<file path="config.mk">
export PLATFORM = sky130hd
export DESIGN_NAME = smbal_core
export DESIGN_NICKNAME = d
export VERILOG_FILES = /design/src/verilog/smbal_core.v /design/src/verilog/smbal_glitch.v
export VERILOG_INCLUDE_DIRS = /design/src /design/src/verilog
export SDC_FILE = /design/constraint.sdc
export NUM_CORES = 1
export LEC_CHECK = 0
export BUFFER_PORTS_ARGS = -buffer_cell sky130_fd_sc_hd__buf_2
export CELL_PAD_IN_SITES_DETAIL_PLACEMENT = 1
export CELL_PAD_IN_SITES_GLOBAL_PLACEMENT = 1
export CORE_MARGIN = 2
export CORE_UTILIZATION = 46
export DETAILED_ROUTE_END_ITERATION = 12
export GPL_TIMING_DRIVEN = 0
export PLACE_DENSITY = 0.89
export SLEW_MARGIN = 20
export SYNTH_ARGS = -nofsm -noshare
export SYNTH_HDL_FRONTEND = slang
export SYNTH_SLANG_ARGS = --single-unit
</file>
<file path="constraint.sdc">
create_clock -name clk -period 4.2 [get_ports clk]
set_input_delay 0.21 -clock clk [delete_from_list [all_inputs] [get_ports clk]]
set_output_delay 0.21 -clock clk [all_outputs]
set_load 0.005 [all_outputs]
</file>
<file path="src/verilog/smbal_defs.vh">
`ifndef SMBAL_DEFS_VH
`define SMBAL_DEFS_VH

// Clock rate
`define SMBAL_CLK_MHZ       50

// Spike filter: pulses up to this width are ignored
`define SMBAL_SPIKE_NS      50
// Least time rounds up; one more cycle so a 50 ns spike never passes
`define SMBAL_SPIKE_CYC     ((`SMBAL_SPIKE_NS * `SMBAL_CLK_MHZ + 999) / 1000 + 1)

// Bus inactivity timeout (typical figure; legal window 25 ms to 55 ms)
`define SMBAL_TIMEOUT_MS    37
`define SMBAL_TIMEOUT_CYC   (`SMBAL_TIMEOUT_MS * `SMBAL_CLK_MHZ * 1000)

// Alert response address of the bus standard
`define SMBAL_ARA           7'h0c

// Byte handling
`define SMBAL_BITS          4'h8
`define SMBAL_RW_READ       1'b1

// Phases of a received byte
`define SMBAL_PH_ADDR       2'h0
`define SMBAL_PH_CMD        2'h1
`define SMBAL_PH_DATA       2'h2

// Slave states
`define SMBAL_ST_IDLE       3'h0
`define SMBAL_ST_RX         3'h1
`define SMBAL_ST_ACK        3'h2
`define SMBAL_ST_TX         3'h3
`define SMBAL_ST_MACK       3'h4

`endif

</file>
<file path="src/verilog/smbal_core.v">
`timescale 1ns/10ps
`include "smbal_defs.vh"

// How it works
// - A clock line held low past the timeout returns the serial slave to idle.
// - The limit alarm asserts when either temperature is above its high or below its low limit.
// - The limit alarm holds until a status read or alert response and then drops only if the fault is gone.
// - The overheat output is pulled low while either temperature is above its overheat limit.
// - Data line and both alarms only pull low and otherwise float for a pull-up.
// - Spikes of 50 ns or less on clock and data are filtered out.
// - A shorted or open remote diode also asserts the limit alarm.
// - The slave answers write byte, read byte, send byte and receive byte at one address.
module smbal_core #(
    parameter TIMEOUT_CYC = `SMBAL_TIMEOUT_CYC,
    parameter TW          = 24,
    parameter STATUS_CMD  = 8'h02   // Command code of the status register, arbitrary default
) (
    input  wire         clk,           // System clock, 50 MHz
    input  wire         rstn,          // Async reset, active low
    input  wire         scl_in,        // Serial clock pin level
    input  wire         sda_in,        // Serial data pin level
    output reg          sda_out,       // Serial data drive value, always low
    output reg          sda_oe,        // Pulls serial data low when high
    output reg          alert_out,     // Limit alarm drive value, always low
    output reg          alert_oe,      // Pulls limit alarm low when high
    output reg          overheat_out,  // Overheat drive value, always low
    output reg          overheat_oe,   // Pulls overheat low when high
    input  wire [6:0]   dev_addr,      // Slave address
    input  wire [7:0]   loc_temp,      // Local temperature
    input  wire [7:0]   rem_temp,      // Remote temperature
    input  wire [7:0]   loc_high,      // Local high limit
    input  wire [7:0]   loc_low,       // Local low limit
    input  wire [7:0]   rem_high,      // Remote high limit
    input  wire [7:0]   rem_low,       // Remote low limit
    input  wire [7:0]   loc_ovt,       // Local overheat limit
    input  wire [7:0]   rem_ovt,       // Remote overheat limit
    input  wire         diode_fault,   // Remote diode short or open
    output reg  [7:0]   reg_cmd,       // Selected register
    output reg          cmd_wr,        // Pulse: command byte taken
    output reg          reg_wr,        // Pulse: data byte written
    output reg  [7:0]   reg_wdata,     // Written data
    output reg          reg_rd,        // Pulse: reg_rdata taken for sending
    input  wire [7:0]   reg_rdata,     // Read data of reg_cmd
    output reg          alert_latched  // Limit alarm state
);

    wire       scl;
    wire       sda;
    reg        scl_d;
    reg        sda_d;
    reg [2:0]  state;
    reg [1:0]  phase;
    reg [3:0]  cnt;
    reg [7:0]  sh;
    reg        is_read;
    reg        is_ara;
    reg        mack_ok;
    reg        ack_evt;
    reg [TW-1:0] tmo;

    ////////////////////////////////////////////////////////////////////////
    // Input spike filters
    smbal_glitch u_scl_flt (
        .clk   (clk),
        .rstn  (rstn),
        .raw   (scl_in),
        .clean (scl)
    );

    smbal_glitch u_sda_flt (
        .clk   (clk),
        .rstn  (rstn),
        .raw   (sda_in),
        .clean (sda)
    );

    // Bus events on the filtered levels
    wire scl_rise = scl & ~scl_d;
    wire scl_fall = ~scl & scl_d;
    wire start    = scl & scl_d & sda_d & ~sda;
    wire stop     = scl & scl_d & ~sda_d & sda;
    wire tmo_hit  = (tmo == TIMEOUT_CYC[TW-1:0]);

    // Fault conditions
    wire limit_fault = (loc_temp > loc_high) | (loc_temp < loc_low) |
                       (rem_temp > rem_high) | (rem_temp < rem_low);
    wire any_fault   = limit_fault | diode_fault;
    wire hot         = (loc_temp > loc_ovt) | (rem_temp > rem_ovt);

    ////////////////////////////////////////////////////////////////////////
    // Timeout counter; saturates so a stuck bus keeps the slave idle
    always @(posedge clk or negedge rstn) begin
        if (!rstn) begin
            tmo <= {TW{1'b0}};
        end else if (scl) begin
            tmo <= {TW{1'b0}};
        end else if (!tmo_hit) begin
            tmo <= tmo + 1'b1;
        end
    end

    ////////////////////////////////////////////////////////////////////////
    // Alarm outputs; set wins over acknowledge in the same cycle
    always @(posedge clk or negedge rstn) begin
        if (!rstn) begin
            alert_latched <= 1'b0;
            alert_oe      <= 1'b0;
            alert_out     <= 1'b0;
            overheat_oe   <= 1'b0;
            overheat_out  <= 1'b0;
        end else begin
            if (any_fault) begin
                alert_latched <= 1'b1;
            end else if (ack_evt) begin
                alert_latched <= 1'b0;
            end
            alert_oe    <= any_fault | (alert_latched & ~ack_evt);
            overheat_oe <= hot;
            alert_out    <= 1'b0;
            overheat_out <= 1'b0;
        end
    end

    ////////////////////////////////////////////////////////////////////////
    // Serial slave: sample on clock rise, change data on clock fall
    always @(posedge clk or negedge rstn) begin
        if (!rstn) begin
            scl_d     <= 1'b1;
            sda_d     <= 1'b1;
            state     <= `SMBAL_ST_IDLE;
            phase     <= `SMBAL_PH_ADDR;
            cnt       <= 4'h0;
            sh        <= 8'h00;
            is_read   <= 1'b0;
            is_ara    <= 1'b0;
            mack_ok   <= 1'b0;
            ack_evt   <= 1'b0;
            sda_oe    <= 1'b0;
            sda_out   <= 1'b0;
            reg_cmd   <= 8'h00;
            cmd_wr    <= 1'b0;
            reg_wr    <= 1'b0;
            reg_wdata <= 8'h00;
            reg_rd    <= 1'b0;
        end else begin
            scl_d   <= scl;
            sda_d   <= sda;
            cmd_wr  <= 1'b0;
            reg_wr  <= 1'b0;
            reg_rd  <= 1'b0;
            ack_evt <= 1'b0;
            sda_out <= 1'b0;
            if (tmo_hit) begin
                state  <= `SMBAL_ST_IDLE;
                sda_oe <= 1'b0;
            end else if (start) begin
                // Start or repeated start: expect an address byte
                state  <= `SMBAL_ST_RX;
                phase  <= `SMBAL_PH_ADDR;
                cnt    <= 4'h0;
                sda_oe <= 1'b0;
            end else if (stop) begin
                state  <= `SMBAL_ST_IDLE;
                sda_oe <= 1'b0;
            end else begin
                case (state)
                    `SMBAL_ST_RX: begin
                        if (scl_rise && cnt != `SMBAL_BITS) begin
                            sh  <= {sh[6:0], sda};
                            cnt <= cnt + 1'b1;
                        end else if (scl_fall && cnt == `SMBAL_BITS) begin
                            cnt <= 4'h0;
                            if (phase == `SMBAL_PH_ADDR) begin
                                // Own address, or alert response while alarmed
                                if (sh[7:1] == dev_addr) begin
                                    state   <= `SMBAL_ST_ACK;
                                    sda_oe  <= 1'b1;
                                    is_read <= (sh[0] == `SMBAL_RW_READ);
                                    is_ara  <= 1'b0;
                                    phase   <= `SMBAL_PH_CMD;
                                end else if (sh[7:1] == `SMBAL_ARA &&
                                             sh[0] == `SMBAL_RW_READ &&
                                             alert_latched) begin
                                    state   <= `SMBAL_ST_ACK;
                                    sda_oe  <= 1'b1;
                                    is_read <= 1'b1;
                                    is_ara  <= 1'b1;
                                end else begin
                                    state <= `SMBAL_ST_IDLE;
                                end
                            end else if (phase == `SMBAL_PH_CMD) begin
                                reg_cmd <= sh;
                                cmd_wr  <= 1'b1;
                                phase   <= `SMBAL_PH_DATA;
                                state   <= `SMBAL_ST_ACK;
                                sda_oe  <= 1'b1;
                            end else begin
                                // Only one data byte per write; later ones get no ack
                                reg_wdata <= sh;
                                reg_wr    <= 1'b1;
                                phase     <= `SMBAL_PH_ADDR;
                                state     <= `SMBAL_ST_ACK;
                                sda_oe    <= 1'b1;
                            end
                        end
                    end
                    `SMBAL_ST_ACK: begin
                        if (scl_fall) begin
                            if (is_read) begin
                                // Load reply and drive its first bit
                                sh      <= is_ara ? {dev_addr, 1'b0} : reg_rdata;
                                sda_oe  <= is_ara ? ~dev_addr[6] : ~reg_rdata[7];
                                reg_rd  <= ~is_ara;
                                ack_evt <= ~is_ara & (reg_cmd == STATUS_CMD);
                                cnt     <= 4'h1;
                                is_read <= 1'b0;
                                state   <= `SMBAL_ST_TX;
                            end else if (phase == `SMBAL_PH_ADDR) begin
                                sda_oe <= 1'b0;
                                state  <= `SMBAL_ST_IDLE;
                            end else begin
                                sda_oe <= 1'b0;
                                state  <= `SMBAL_ST_RX;
                            end
                        end
                    end
                    `SMBAL_ST_TX: begin
                        if (scl_fall) begin
                            if (cnt == `SMBAL_BITS) begin
                                sda_oe  <= 1'b0;
                                ack_evt <= is_ara;
                                state   <= `SMBAL_ST_MACK;
                            end else begin
                                sda_oe <= ~sh[6];
                                sh     <= {sh[6:0], 1'b0};
                                cnt    <= cnt + 1'b1;
                            end
                        end
                    end
                    `SMBAL_ST_MACK: begin
                        if (scl_rise) begin
                            mack_ok <= ~sda;
                        end else if (scl_fall) begin
                            // Master ack asks for another byte; its first bit
                            // must go out on this same fall, or the byte slips
                            if (mack_ok && !is_ara) begin
                                sh      <= reg_rdata;
                                sda_oe  <= ~reg_rdata[7];
                                reg_rd  <= 1'b1;
                                ack_evt <= (reg_cmd == STATUS_CMD);
                                cnt     <= 4'h1;
                                state   <= `SMBAL_ST_TX;
                            end else begin
                                state <= `SMBAL_ST_IDLE;
                            end
                        end
                    end
                    default: begin
                        sda_oe <= 1'b0;
                    end
                endcase
            end
        end
    end

endmodule

</file>
<file path="src/verilog/smbal_glitch.v">
`timescale 1ns/10ps
`include "smbal_defs.vh"

// Passes a level only after it has stood for CYC clocks
module smbal_glitch #(
    parameter CYC = `SMBAL_SPIKE_CYC,
    parameter CW  = 3
) (
    input  wire          clk,    // System clock
    input  wire          rstn,   // Async reset, active low
    input  wire          raw,    // Pin level
    output reg           clean   // Filtered level
);

    reg [CW-1:0] cnt;

    ////////////////////////////////////////////////////////////////////////
    // Count disagreement; any return to agreement restarts the count
    always @(posedge clk or negedge rstn) begin
        if (!rstn) begin
            clean <= 1'b1;
            cnt   <= {CW{1'b0}};
        end else if (raw == clean) begin
            cnt <= {CW{1'b0}};
        end else if (cnt == CYC[CW-1:0] - 1'b1) begin
            clean <= raw;
            cnt   <= {CW{1'b0}};
        end else begin
            cnt <= cnt + 1'b1;
        end
    end

endmodule
</file>
==> Implementation_results.wiki <==
{| class="wikitable"
! Metric !! Value
|-
| DR DRC count || 0
|-
| Kind of start point of the critical path || flip-flop
|-
| Area inside the core boundary || 11400 sq um
|-
| Part of the cycle the worst path needs || 58.8%
|-
| Cell at the slowest stage of the critical path || sky130_fd_sc_hd__a211oi_4
|-
| Final Hold Viols || 0
|-
| Die outline height || 112 um
|-
| Largest net degree at the start of global routing || 57
|-
| Vias per cell || 5.76
|-
| Share of cells above drive strength 1 || 25.0%
|-
| Area taken by multi-input logic gates || 3080 sq um
|-
| Instance count of the mapped netlist || 563
|-
| Non-filler cells in the finished layout || 831
|-
| Count of max-cap constraint violations || 0
|-
| Highest signal layer in the routed design || met4
|-
| Min Clock Period, post-route || 2.47 ns
|-
| Pwr per Cell Area || 463 nW/um^2
|-
| Clock insertion delay at the later pin of the skew report || 0.35 ns
|-
| Total negative setup slack || 0 ns
|-
| Placed Instances || 815
|-
| Count of pins over their slew limit || 0
|-
| GR Util All Layers || 26.2%
|-
| Flip-flop and latch count after synthesis || 78
|-
| Total number of placement rows || 39
|-
| Fillers || 1355
|-
| Worst endpoint data arrival time || 2.70 ns
|-
| WL met1 || 6.40 mm
|-
| Drt first pass iters || 5
|-
| Post-detailed-routing wire length || 15.8 mm
|-
| Critical path fanouts, max || 8
|-
| Crit path cell chain || inv_1 > ha_1 > nand3b_1 > a21boi_1 > nor2b_1 > o21ai_2 > a211oi_4 > mux2_4
|-
| YS warnings || 0
|-
| Post-DP HPWL || 11.9 mm
|-
| Number of buffers created by CTS || 9
|-
| Worst Path Required || 4.43 ns
|-
| Top_reg_cell synth || sky130_fd_sc_hd__dfrtp_1
|-
| Overall die width || 112 um
|-
| Biggest cell delay along the critical path || 0.58 ns
|-
| Number of buffers and inverters on the critical path || 1
|-
| Final weighted congestion of routability-driven global placement || 0.896
|-
| Synthesized cell area || 5370 sq um
|-
| Die ar. || 12500 sq um
|-
| Top-level I/O count || 110
|-
| Post-synth EDFFs || 0
|-
| Worst Path Class, Setup || flip-flop to flip-flop
|-
| Post-CTS setup buffer count || 0
|-
| Starting density of the core || 47.0%
|-
| Routed wire per std cell || 19.1 um
|-
| Static Leakage || 3.23 nW
|-
| CP Capture Type || flip-flop
|-
| Run status || finished, final reports clean
|-
| Ant diodes || 0
|-
| Kind of cell adding the most delay to the critical path || compound AO/OA/AOI/OAI gates
|-
| Total global routing overflow || 0
|-
| Worst Max-Slew Pin Slew || 0.736 ns
|-
| Number of nets in the layout || 820
|-
| Count of vias placed by the detailed router || 4787
|-
| Master cell of the clock root buffer || sky130_fd_sc_hd__clkbuf_16
|-
| Placement Cell Area || 6110 sq um
|-
| Final setup viols || 0
|-
| Global-route wire length before repair || 26.3 mm
|-
| Max Fclk || 405 MHz
|-
| CTS Buffer Depth || 2
|-
| Final Worst Setup Slack || 1.73 ns
|-
| Post-route cell area || 6390 sq um
|-
| Number of unique standard cell types used by synthesis || 74
|-
| DR WL met3 || 701 um
|-
| Max transition margin || 50.4%
|-
| Area occupied by registers || 1960 sq um
|-
| Final antenna-violating net count || 0
|-
| Peak ir drop on the vdd network || 0.000319 V
|-
| Violation count after the first detailed-route iteration || 310
|-
| Most common library cell in the layout ignoring fill and taps || sky130_fd_sc_hd__buf_2
|-
| Clock tree from TritonCTS || built
|-
| Fraction of synthesis flops using an asynchronous set or reset pin || 100%
|-
| Via count of the first global-routing pass || 5324
|-
| Register clock-pin slew on the reported worst setup and hold paths || 0.06 ns
|-
| Setup repair after global routing missed its margin || false
|-
| Post-placement setup slack || 1.77 ns
|-
| Fin Clk Skew || 0.00580 ns
|-
| Post-synthesis sequential area ratio || 36.5%
|-
| Total number of H-tree levels || 3
|-
| Synthesis-to-layout area growth || 19.1%
|-
| Number of antenna violations at the first check in global routing || 0
|-
| Worst min path class || input port to flip-flop
|-
| Quantity of I/O buffers inserted on ports || 106
|-
| Routed wire length on met2 || 8.41 mm
|-
| Clock sink count || 78
|-
| Most frequent cells in the layout || 110 x sky130_fd_sc_hd__buf_2, 74 x sky130_fd_sc_hd__dfrtp_1, 57 x sky130_fd_sc_hd__inv_1
|-
| Worst hold slack across all endpoints || 0.127 ns
|-
| Average cell area after synthesis || 9.53 sq um
|}
==> metal layers <==
layer | track usage [%] | up-vias
met4 | 10.2 | 0
met1 | 30.6 | 2388
met2 | 47.6 | 125
met5 | 0 | -
li1 | - | 2244
met3 | 5.13 | 30
==> synthesized netlist by cell type (all sizes together), types with 2 or more instances <==
library cell  instances  area share [%]
a22o                  2            0.33
mux2i                 4            0.75
nor2                 41             2.9
or4                   3            0.42
nand3b                3            0.65
nand2b                8             1.1
and3                  6            0.70
nor3b                 6            0.93
a21o                 10             1.4
o21a                  4            0.56
o41ai                 3            0.49
dfstp                 4             2.0
xnor2                12             2.0
nand4b                3            0.49
buf                  13             1.7
nand2                27             2.0
nor3                 14             1.4
and4                  2            0.33
inv                  58             4.1
clkbuf                9            0.65
o22ai                 5            0.58
or2                   2            0.23
o21ai                31             3.0
ha                   52              12
xor2                 17             2.8
dfrtp                74              35
mux2                 26             5.9
a21oi                24             2.3
a22oi                13             1.8
o31ai                 4            0.56
nand3                12             1.4
nand4                17             2.0
nor2b                19             2.2
a21boi                2            0.28
nor4                  4            0.58
a211oi                4            0.79
or3                   6            0.70
nor4b                 3            0.61
nand4bb               3            0.93
==> worst paths after layout <==
path | start | to | slack, ns | depth (start not counted)
worst max-delay path | cnt[0]$_DFFE_PN0P_ | sh[3]$_DFFE_PN0P_ | 1.73 | 8
worst min-delay path | sda_in | u_sda_flt.clean$_DFFE_PN1P_ | 0.13 | 2
worst max register to register | cnt[0]$_DFFE_PN0P_ | sh[3]$_DFFE_PN0P_ | 1.73 | 8
worst min register to register | u_scl_flt.clean$_DFFE_PN1P_ | scl_d$_DFF_PN1_ | 0.39 | 0
max in group asynchronous | rstn | reg_wdata[0]$_DFFE_PN0P_ | 3.30 | 3
min in group asynchronous | rstn | u_sda_flt.cnt[2]$_DFF_PN0_ | 0.32 | 2
==> metrics by stage <==
stage / util (%) / total power [W]
final: 56.0 / 0.00296
after global routing: 56.0 / 0.00316
after CTS: 56.0 / 0.00298
after detailed placement: 53.5 / 0.00222
after global placement: 53.3 / 0.00213
after floorplan: - / 0.00186
==> area by class of cell <==
type | count | area share, %
Inverter | 58 | 3.41
Clock buffer | 10 | 3.58
Clock inverter | 5 | 0.587
Buffer | 22 | 1.94
Tap cell | 143 | 2.80
Multi-Input combinational cell | 407 | 48.1
Timing Repair Buffer | 108 | 8.93
Sequential cell | 78 | 30.6
==> sequential cells by signal, summed over array words and instances, names as in the netlist, 2 cells and up <==
name / count
reg_wdata: 8
u_sda_flt.cnt: 3
sh: 8
state: 3
phase: 2
tmo: 24
cnt: 4
u_scl_flt.cnt: 3
reg_cmd: 8
==> worst reg2reg max path, cell delays in order (launching register included) <==
cell	delay (ns)
sky130_fd_sc_hd__dfrtp_1	0.41
sky130_fd_sc_hd__inv_1	0.06
sky130_fd_sc_hd__ha_1	0.21
sky130_fd_sc_hd__nand3b_1	0.27
sky130_fd_sc_hd__a21boi_1	0.15
sky130_fd_sc_hd__nor2b_1	0.20
sky130_fd_sc_hd__o21ai_2	0.11
sky130_fd_sc_hd__a211oi_4	0.58
sky130_fd_sc_hd__mux2_4	0.36
==> logic make-up (layout without fill, tap and decap cells) <==
group,Yosys count,in the layout,share of synthesized area (%)
AO/OA/AOI/OAI,111,111,13.6
XOR/XNOR,29,29,4.73
adder cells (fa/ha/maj),52,52,12.1
buffers and inverters,80,203,6.36
flip-flops,78,78,36.5
multiplexers,30,30,6.69
other,1,3,0.0699
AND/OR/NAND/NOR,182,182,20.0
==> timing repair <==
| item | 4_1_cts | 5_1_grt |
|---|---|---|
| hold endpoints to repair | 18 | 0 |
| gates resized for setup | 0 | 0 |
| hold buffers | 1 | 0 |
| endpoints found under the setup margin | 0 | 0 |
==> where the power goes <==
group          switching (W)  internal [W]
combinational       0.000670      0.000518
sequential          0.000171      0.000889
clock               0.000316      0.000397
Power figures use the tool's default switching activity.
